**src/tmr_pkg.sv**
```systemverilog
// Constants, field layouts and types of the 8-bit interval/PWM/capture timer.
// Assumes one system clock and a CPU register port at byte addresses.
// Overview of operation
// RULE1: Bits 7..5 pick prescaled system clock
// RULE2: Codes 101/110 external edges, 111 stops
// RULE3: Bits 4..3 pick interval, capture, PWM
// RULE4: Writing one to bit 2 clears counter
// RULE5: Clear bit drops back to zero itself
// RULE6: Bit 1 enables match/capture interrupt
// RULE7: Bit 0 enables overflow interrupt
// RULE8: Reset clears the whole control register
// RULE9: Overflow sets pending 0, cleared by service/software
// RULE10: Match/capture sets pending 1, pollable
// RULE11: Mask bit set: service clears pending 1
// RULE12: Mask bit clear: software clears pending 1
// RULE13: Interval match interrupts and restarts counter
// RULE14: Interval match inverts toggle output
// RULE15: PWM match leaves counter free running
// RULE16: PWM output high while data above count
// RULE17: PWM period is 256 counter ticks
// RULE18: Capture edge copies counter into data
// RULE19: Capture mode: overflow and capture interrupts
// RULE20: Software routes capture pin via port control
// RULE21: PWM mode allows both interrupts
// RULE22: Counter steps by one, wraps with overflow
package tmr_pkg;
	// Register addresses on the CPU register port
	localparam logic [7:0] TMR_CTRL_ADDR = 8'hE2;
	localparam logic [7:0] TMR_COUNT_ADDR = 8'hE4;
	localparam logic [7:0] TMR_DATA_ADDR = 8'hE5;
	localparam logic [7:0] TMR_PEND_ADDR = 8'hE6;
	// Control register reset value and field positions
	localparam logic [7:0] TMR_CTRL_RESET = 8'h00;
	localparam int TMR_CSEL_HI = 7;
	localparam int TMR_CSEL_LO = 5;
	localparam int TMR_MODE_HI = 4;
	localparam int TMR_MODE_LO = 3;
	localparam int TMR_CLR_BIT = 2;
	localparam int TMR_MIE_BIT = 1;
	localparam int TMR_OIE_BIT = 0;
	// Pending register bit positions
	localparam int TMR_PEND_OVF = 0;
	localparam int TMR_PEND_MATCH = 1;
	// Counter limits
	localparam logic [7:0] TMR_CNT_ZERO = 8'h00;
	localparam logic [7:0] TMR_CNT_MAX = 8'hFF;
	// Prescaler width and terminal masks per division
	localparam int TMR_PRE_W = 10;
	localparam logic [9:0] TMR_MASK_1024 = 10'h3FF;
	localparam logic [9:0] TMR_MASK_256 = 10'h0FF;
	localparam logic [9:0] TMR_MASK_64 = 10'h03F;
	localparam logic [9:0] TMR_MASK_8 = 10'h007;
	// Clock selection codes
	typedef enum logic [2:0] {
		TMR_CS_DIV1024 = 3'h0,
		TMR_CS_DIV256 = 3'h1,
		TMR_CS_DIV64 = 3'h2,
		TMR_CS_DIV8 = 3'h3,
		TMR_CS_DIV1 = 3'h4,
		TMR_CS_EXT_FALL = 3'h5,
		TMR_CS_EXT_RISE = 3'h6,
		TMR_CS_STOP = 3'h7
	} tmr_csel_e;
	// Operating modes
	typedef enum logic [1:0] {
		TMR_MODE_INTERVAL = 2'h0,
		TMR_MODE_CAP_RISE = 2'h1,
		TMR_MODE_CAP_FALL = 2'h2,
		TMR_MODE_PWM = 2'h3
	} tmr_mode_e;
endpackage

```
**src/tmr_pin_sync.sv**
```systemverilog
// Three-stage pin synchroniser with agreement filter and edge pulses.
// Assumes the pin is asynchronous to CLOCK.
`timescale 1ns/100ps
module tmr_pin_sync
	import tmr_pkg::*;
(
	input wire logic CLOCK,
	input wire logic RST,
	input wire logic PIN,
	output logic RISE,
	output logic FALL
);
	logic s1_q; // First stage, read only by s2
	logic s2_q; // Second stage
	logic s3_q; // Third stage
	logic lvl_q; // Accepted pin level
	wire agree = (s2_q == s3_q); // Stages two and three agree
	wire change = agree && (s3_q != lvl_q); // New settled level

	// Shift chain
	always_ff @(posedge CLOCK) begin
		if (RST) begin
			s1_q <= 1'b0;
			s2_q <= 1'b0;
			s3_q <= 1'b0;
		end else begin
			s1_q <= PIN;
			s2_q <= s1_q;
			s3_q <= s2_q;
		end
	end

	// Accepted level and edge pulses
	always_ff @(posedge CLOCK) begin
		if (RST) begin
			lvl_q <= 1'b0;
			RISE <= 1'b0;
			FALL <= 1'b0;
		end else begin
			lvl_q <= change ? s3_q : lvl_q;
			RISE <= change && s3_q;
			FALL <= change && !s3_q;
		end
	end
endmodule // tmr_pin_sync

```
**src/tmr_timer.sv**
```systemverilog
// Top of the 8-bit timer: control register, prescaler, counter,
// compare, capture, toggle and PWM outputs, and pending bits.
// Assumes a CPU register port with one-cycle write strobe and
// registered read data; pins are asynchronous to CLOCK.
`timescale 1ns/100ps
module tmr_timer
	import tmr_pkg::*;
(
	input wire logic CLOCK,
	input wire logic RST,
	// CPU register port
	input wire logic [7:0] REG_ADDR,
	input wire logic REG_WE,
	input wire logic [7:0] REG_WDATA,
	output logic [7:0] REG_RDATA,
	// Pins
	input wire logic EXTERNAL_COUNT_CLOCK,
	input wire logic CAPTURE_PIN,
	output logic INTERVAL_TOGGLE_OUT,
	output logic PULSE_WIDTH_OUT,
	// Interrupt controller side
	input wire logic INTERRUPT_MASK0,
	input wire logic SERVICE_OVERFLOW,
	input wire logic SERVICE_MATCH,
	output logic OVERFLOW_IRQ,
	output logic MATCH_CAPTURE_IRQ,
	output logic INTERRUPT_LEVEL_ZERO,
	output logic [1:0] INTERRUPT_PENDING
);
	// State registers
	logic [7:0] ctrl_q; // Control register
	logic [7:0] ctrl_d;
	logic [7:0] count_q; // Timer count
	logic [7:0] count_d;
	logic [7:0] data_q; // Reference data
	logic [7:0] data_d;
	logic [1:0] pend_q; // Pending bits
	logic [1:0] pend_d;
	logic [TMR_PRE_W-1:0] pre_q; // Free-running prescaler
	logic [TMR_PRE_W-1:0] pre_d;
	logic tog_q; // Interval toggle level
	logic tog_d;
	logic pwm_q; // PWM level
	logic pwm_d;
	logic [7:0] rdata_d; // Next read data

	// Synchronised pin edges
	logic ext_rise;
	logic ext_fall;
	logic cap_rise;
	logic cap_fall;

	// External count clock synchroniser
	tmr_pin_sync u_ext_sync (
		.CLOCK(CLOCK),
		.RST(RST),
		.PIN(EXTERNAL_COUNT_CLOCK),
		.RISE(ext_rise),
		.FALL(ext_fall)
	);

	// Capture pin synchroniser
	tmr_pin_sync u_cap_sync (
		.CLOCK(CLOCK),
		.RST(RST),
		.PIN(CAPTURE_PIN),
		.RISE(cap_rise),
		.FALL(cap_fall)
	);

	// Control field decode
	tmr_csel_e csel;
	tmr_mode_e mode;
	assign csel = tmr_csel_e'(ctrl_q[TMR_CSEL_HI:TMR_CSEL_LO]); // RULE1
	assign mode = tmr_mode_e'(ctrl_q[TMR_MODE_HI:TMR_MODE_LO]); // RULE3
	wire clr_pend = ctrl_q[TMR_CLR_BIT]; // Clear request held one cycle
	wire match_en = ctrl_q[TMR_MIE_BIT]; // RULE6
	wire ovf_en = ctrl_q[TMR_OIE_BIT]; // RULE7

	// Mode flags
	wire is_interval = (mode == TMR_MODE_INTERVAL);
	wire is_pwm = (mode == TMR_MODE_PWM);
	wire is_cap_rise = (mode == TMR_MODE_CAP_RISE);
	wire is_cap_fall = (mode == TMR_MODE_CAP_FALL);

	// Register port decode
	wire wr_ctrl = REG_WE && (REG_ADDR == TMR_CTRL_ADDR);
	wire wr_data = REG_WE && (REG_ADDR == TMR_DATA_ADDR);
	wire wr_pend = REG_WE && (REG_ADDR == TMR_PEND_ADDR);

	// Prescaler terminal counts
	wire pre_1024 = (pre_q & TMR_MASK_1024) == TMR_MASK_1024;
	wire pre_256 = (pre_q & TMR_MASK_256) == TMR_MASK_256;
	wire pre_64 = (pre_q & TMR_MASK_64) == TMR_MASK_64;
	wire pre_8 = (pre_q & TMR_MASK_8) == TMR_MASK_8;

	// Counter tick selection
	logic tick;
	always_comb begin
		case (csel)
			TMR_CS_DIV1024: tick = pre_1024; // RULE1
			TMR_CS_DIV256: tick = pre_256; // RULE1
			TMR_CS_DIV64: tick = pre_64; // RULE1
			TMR_CS_DIV8: tick = pre_8; // RULE1
			TMR_CS_DIV1: tick = 1'b1; // RULE1
			TMR_CS_EXT_FALL: tick = ext_fall; // RULE2
			TMR_CS_EXT_RISE: tick = ext_rise; // RULE2
			TMR_CS_STOP: tick = 1'b0; // RULE2
			default: tick = 1'b0;
		endcase
	end

	// Compare and wrap conditions
	wire equal = (count_q == data_q);
	wire at_max = (count_q == TMR_CNT_MAX);
	wire cmp_match = tick && equal && (is_interval || is_pwm);
	wire restart = cmp_match && is_interval; // RULE13
	wire wrap = tick && at_max && !restart; // RULE22
	wire cap_edge = (is_cap_rise && cap_rise) ||
		(is_cap_fall && cap_fall); // RULE18

	// Events that reach the pending bits
	wire ovf_event = wrap && ovf_en; // RULE9 RULE19 RULE21
	wire mc_event = (cmp_match || cap_edge) && match_en; // RULE10 RULE21

	// Hardware clears on service
	wire svc_ovf = SERVICE_OVERFLOW; // RULE9
	wire svc_mc = SERVICE_MATCH && INTERRUPT_MASK0; // RULE11

	// Software clears by writing zero
	wire sw_clr_ovf = wr_pend && !REG_WDATA[TMR_PEND_OVF]; // RULE9
	wire sw_clr_mc = wr_pend && !REG_WDATA[TMR_PEND_MATCH]; // RULE12

	// Control register next value
	always_comb begin
		ctrl_d = ctrl_q;
		// Clear bit falls on the same edge that clears the counter
		ctrl_d[TMR_CLR_BIT] = 1'b0; // RULE5
		if (wr_ctrl) begin
			ctrl_d = REG_WDATA; // RULE4
		end
	end

	// Prescaler runs on every clock
	assign pre_d = pre_q + 1'b1;

	// Counter next value
	always_comb begin
		count_d = count_q;
		if (clr_pend) begin
			// Written one clears the count
			count_d = TMR_CNT_ZERO; // RULE4
		end else if (restart) begin
			// Interval match restarts at zero
			count_d = TMR_CNT_ZERO; // RULE13
		end else if (tick) begin
			// Free count, wraps after maximum
			count_d = count_q + 8'h01; // RULE15 RULE17 RULE22
		end
	end

	// Reference data next value
	always_comb begin
		data_d = data_q;
		if (wr_data) begin
			data_d = REG_WDATA;
		end
		if (cap_edge) begin
			// Capture wins over a software write
			data_d = count_q; // RULE18
		end
	end

	// Pending bits: set wins over clear
	always_comb begin
		pend_d = pend_q;
		if (svc_ovf || sw_clr_ovf) begin
			pend_d[TMR_PEND_OVF] = 1'b0;
		end
		if (svc_mc || sw_clr_mc) begin
			pend_d[TMR_PEND_MATCH] = 1'b0;
		end
		if (ovf_event) begin
			pend_d[TMR_PEND_OVF] = 1'b1; // RULE9
		end
		if (mc_event) begin
			pend_d[TMR_PEND_MATCH] = 1'b1; // RULE10
		end
	end

	// Interval output toggles on each interval-mode match
	assign tog_d = restart ? !tog_q : tog_q; // RULE14

	// PWM output from data against count
	assign pwm_d = is_pwm ? (data_q > count_q) : 1'b0; // RULE16

	// Read data selection
	always_comb begin
		case (REG_ADDR)
			TMR_CTRL_ADDR: rdata_d = ctrl_q;
			TMR_COUNT_ADDR: rdata_d = count_q;
			TMR_DATA_ADDR: rdata_d = data_q;
			TMR_PEND_ADDR: rdata_d = {6'h00, pend_q};
			default: rdata_d = 8'h00;
		endcase
	end

	// Control register
	always_ff @(posedge CLOCK) begin
		if (RST) begin
			ctrl_q <= TMR_CTRL_RESET; // RULE8
		end else begin
			ctrl_q <= ctrl_d;
		end
	end

	// Prescaler
	always_ff @(posedge CLOCK) begin
		if (RST) begin
			pre_q <= '0;
		end else begin
			pre_q <= pre_d;
		end
	end

	// Counter and reference data
	always_ff @(posedge CLOCK) begin
		if (RST) begin
			count_q <= TMR_CNT_ZERO;
			data_q <= TMR_CNT_MAX;
		end else begin
			count_q <= count_d;
			data_q <= data_d;
		end
	end

	// Pending bits
	always_ff @(posedge CLOCK) begin
		if (RST) begin
			pend_q <= 2'h0;
		end else begin
			pend_q <= pend_d;
		end
	end

	// Output levels and read data
	always_ff @(posedge CLOCK) begin
		if (RST) begin
			tog_q <= 1'b0;
			pwm_q <= 1'b0;
			REG_RDATA <= 8'h00;
		end else begin
			tog_q <= tog_d;
			pwm_q <= pwm_d;
			REG_RDATA <= rdata_d;
		end
	end

	// Pin and interrupt outputs
	assign INTERVAL_TOGGLE_OUT = tog_q;
	assign PULSE_WIDTH_OUT = pwm_q;
	assign OVERFLOW_IRQ = pend_q[TMR_PEND_OVF];
	assign MATCH_CAPTURE_IRQ = pend_q[TMR_PEND_MATCH];
	assign INTERRUPT_LEVEL_ZERO = |pend_q;
	assign INTERRUPT_PENDING = pend_q;
endmodule // tmr_timer

```
**config.mk**
```make
export PLATFORM = sky130hd
export DESIGN_NAME = tmr_timer
export DESIGN_NICKNAME = d
export VERILOG_FILES = /design/src/tmr_pkg.sv /design/src/tmr_pin_sync.sv /design/src/tmr_timer.sv
export SDC_FILE = /design/constraint.sdc
export NUM_CORES = 1
export LEC_CHECK = 0
export BUFFER_PORTS_ARGS = -buffer_cell sky130_fd_sc_hd__buf_2
export CORE_ASPECT_RATIO = 1.5
export CORE_MARGIN = 1.5
export CORE_UTILIZATION = 61
export CTS_CLUSTER_DIAMETER = 40
export DETAILED_ROUTE_END_ITERATION = 8
export PLACE_DENSITY = 0.84
export SYNTH_ARGS = -nofsm -noshare
export SYNTH_HDL_FRONTEND = slang
export SYNTH_SLANG_ARGS = --single-unit
```
**constraint.sdc**
```tcl
create_clock -name CLOCK -period 2.85 [get_ports CLOCK]
set_clock_uncertainty 0.1 [all_clocks]
set_input_delay 0.1425 -clock CLOCK [delete_from_list [all_inputs] [get_ports CLOCK]]
set_output_delay 0.1425 -clock CLOCK [all_outputs]
set_load 0.01 [all_outputs]
```
==> results.py <==
metrics = {
    "logic_synthesis": {
        "ys_seq_elements": 58,
        "synth_top_area_share_pct": 40.51,
        "avgSynthCellArea_um2": 8.634,
        "yosysSeqAreaShare_pct": 40.51,
        "syn_area_um2": 2866,
        "yosys.area.top_type": "dfxtp_1",
        "synth.area.top_cells": "dfxtp_1 41%, ha_1 6.5%, nand2_1 6.4%",
        "synthArstFlopShare_pct": 0,
        "yosys_warnings": 0,
        "syn_inst": 332,
        "synth_edf_count": 0,
        "yosysUniqueCellTypes": 51,
        "synth_fp_nets": 371,
        "synthFlopType": "dfxtp_1",
    },
    "global_route": {
        "antenna_found_initial": 0,
        "grt_use_total_pct": 30.27,
        "grt_remaining_overflow": 0,
        "grt_pass1_wl_um": 11500,
        "grt_pass1_vias": 2434,
        "grt_max_degree": 36,
    },
    "final_layout": {
        "final_cell_mix": "58 x dfxtp_1, 49 x nand2_1, 38 x buf_2, 33 x nor2_1, 17 x inv_1",
        "drive_above_1_share_pct": 19.01,
        "area_delta_synth_final_pct": 16.11,
        "layout.cells.non_filler": 432,
        "n_antenna_cell": 0,
        "final_common_cell": "dfxtp_1",
        "fin_nets": 418,
    },
    "power": {
        "ir_worst_vdd_v": 0.0004189,
        "switching_share_pct": 23.57,
        "seqPwrFrac_pct": 53.0,
        "p_switching_uw": 366.7,
        "clockPowerShare_pct": 41.7,
        "p_int_uw": 1189,
        "p_per_area_nw_per_um2": 467.4,
        "p_comb_share_pct": 5.2,
        "p_leak_uw": 0.001388,
    },
    "timing": {
        "final-setup-viol-count": 0,
        "period_share_pct": 76.47,
        "drv_slew": 0,
        "slew_headroom_pct": 61.52,
        "period_needed_ps": 2180,
        "tightest_slew_ps": 572.8,
        "hold_viol": 0,
        "fmax_ghz": 0.4588,
        "setup_ws_ps": 670.5,
        "rsz0062_at_grt": "no",
        "setup-tns-final_ps": 0,
    },
    "die": {
        "io_pins": 39,
        "design.die.area_um2": 5128,
        "rows": 30,
        "start_util_pct": 63.64,
        "die_h_um": 86.96,
        "core_area_um2": 4504,
        "die_w_um": 58.97,
    },
    "job": {
        "cap_violations": 0,
    },
    "run_status": {
        "outcome": "finished, final reports clean",
    },
    "critical_path": {
        "crit_family": "simple AND/OR/NAND/NOR gates",
        "r2r-start": "count_q[5]",
        "crit_path_start_kind": "flip-flop",
        "worstSetupStartpoint": "count_q[5]",
        "cp.required_ps": 3020,
        "worstSetupPathType": "reg2reg",
        "slowest_stage": "dfxtp_1",
        "crit_buf_inv": 1,
        "path_max_fanout": 6,
        "worstPathCellList": "inv_1 > ha_1 > nand4_1 > nor3_1 > nand2_1 > or3_1 > a21oi_1",
        "cpPeakStageDelay_ps": 420,
        "ff2ff_path_depth": 7,
        "arrival_ps": 2350,
        "path_depth": 7,
        "crit_path_end_kind": "flip-flop",
    },
    "route": {
        "drtIter0Drc": 127,
        "drtPass1Iterations": 4,
        "wl_um": 7122,
        "vias": 2576,
        "vias_per_cell": 5.963,
        "drc_errors": 0,
        "ant_nets": 0,
        "avgRoutedWirePerCell_um": 16.49,
    },
    "place": {
        "place.gp.congestion": 0.9863,
        "portBuffers": 38,
        "post-place-cells": 407,
        "preCtsSetupSlack_ps": 673.4,
        "dp_hpwl_um": 5050,
    },
    "clock_tree": {
        "cts_max_level": 3,
        "clockBufferDepth": 2,
        "cts_made_buffers": 9,
        "clkTransAtPathRegs_ps": 60,
        "cts_tree": "done",
        "cts_resized": 0,
        "cts_num_sinks": 58,
        "clock_latency_ps": 340,
        "cts_root_buf": "clkbuf_8",
    },
    "hold_path": {
        "hp-class": "in2reg",
        "min_path_cells": 4,
        "hp-start": "INTERRUPT_MASK0",
    },
}
==> metrics by stage <==
stage	utilization [%]	instance area [um2]	power [uW]	hold slack, ps
2_1_floorplan	-	2867	881.4	118.4
3_3_place_gp	68.08	3067	911.0	251.3
3_5_place_dp	68.08	3067	913.2	261.8
4_1_cts	73.89	3328	1569	2.336
5_1_grt	73.89	3328	1610	15.57
6_report	73.89	3328	1556	23.18
==> worst min-delay path: stages <==
cell,delay (ps)
buf_2,80
a211oi_1,50
o21ai_0,50
o21ai_0,70
==> per-layer routing <==
layer / part of all wire, % / track usage [%] / up-vias
met1: 40 / 34.51 / 1206
met3: 4.1 / 4.458 / 23
met4: 3.9 / 18.18 / 0
met5: 0 / 0 / -
met2: 52 / 51.92 / 77
li1: - / - / 1270
==> path summary, 6_finish.rpt <==
check,end,slack (ps)
min reg2reg,u_ext_sync.s2_q,360
min,INTERRUPT_PENDING[1],20
max,INTERVAL_TOGGLE_OUT,670
max reg2reg,INTERVAL_TOGGLE_OUT,670
==> logic make-up (layout without fill, tap and decap cells) <==
logic type / count (synthesis) / count (layout) / synth area share (%)
and+or+nand+nor: 145 / 145 / 26.54
muxes: 2 / 2 / 0.7856
DFF: 58 / 58 / 40.51
buffers and inverters: 30 / 82 / 4.496
xor gates and xnor gates: 7 / 7 / 2.139
AOI/OAI and AO/OA: 75 / 75 / 18.99
adders and majority gates: 15 / 15 / 6.547
==> registers in the layout, indices dropped and copies added, names as in the netlist <==
register / flops
INTERRUPT_PENDING: 2
INTERVAL_TOGGLE_OUT: 1
PULSE_WIDTH_OUT: 1
REG_RDATA: 8
count_q: 8
ctrl_q: 8
data_q: 8
pre_q: 10
u_cap_sync.FALL: 1
u_cap_sync.RISE: 1
u_cap_sync.lvl_q: 1
u_cap_sync.s1_q: 1
u_cap_sync.s2_q: 1
u_cap_sync.s3_q: 1
u_ext_sync.FALL: 1
u_ext_sync.RISE: 1
u_ext_sync.lvl_q: 1
u_ext_sync.s1_q: 1
u_ext_sync.s2_q: 1
u_ext_sync.s3_q: 1
==> cell usage after synthesis, drive strengths merged (7+ instances only) <==
library cell	count
o21bai	9
nor2b	12
a22oi	9
inv	17
nor2	33
ha	15
dfxtp	58
clkbuf	7
o21ai	13
and3	11
nand3	9
xor2	7
nand2	50
a21oi	15
==> power groups by stage <==
stage                     sequential, uW  combinational (uW)  clock, uW
after CTS                            825                80.0        664
after detailed placement             843                70.2          0
after global placement               842                68.5          0
final                                825                81.2        649
after floorplan                      841                40.0          0
after global routing                 826                88.6        695
==> cell type report <==
cell class	instances	area, um2
multi-input cells	244	1577
fillers	360	1176
flip-flops and latches	58	1161
repair buffers	49	295.3
clock buffers	11	141.4
inverters	17	63.81
well taps	48	60.06
clock inverters	5	30.03
==> timing repair <==
item                       in CTS  in global routing
hold endpoints to repair       10                  0
hold buffers                    9                  0
setup buffers                   0                  0
setup endpoints to repair       0                  0
(Power assumes the default switching activity.)
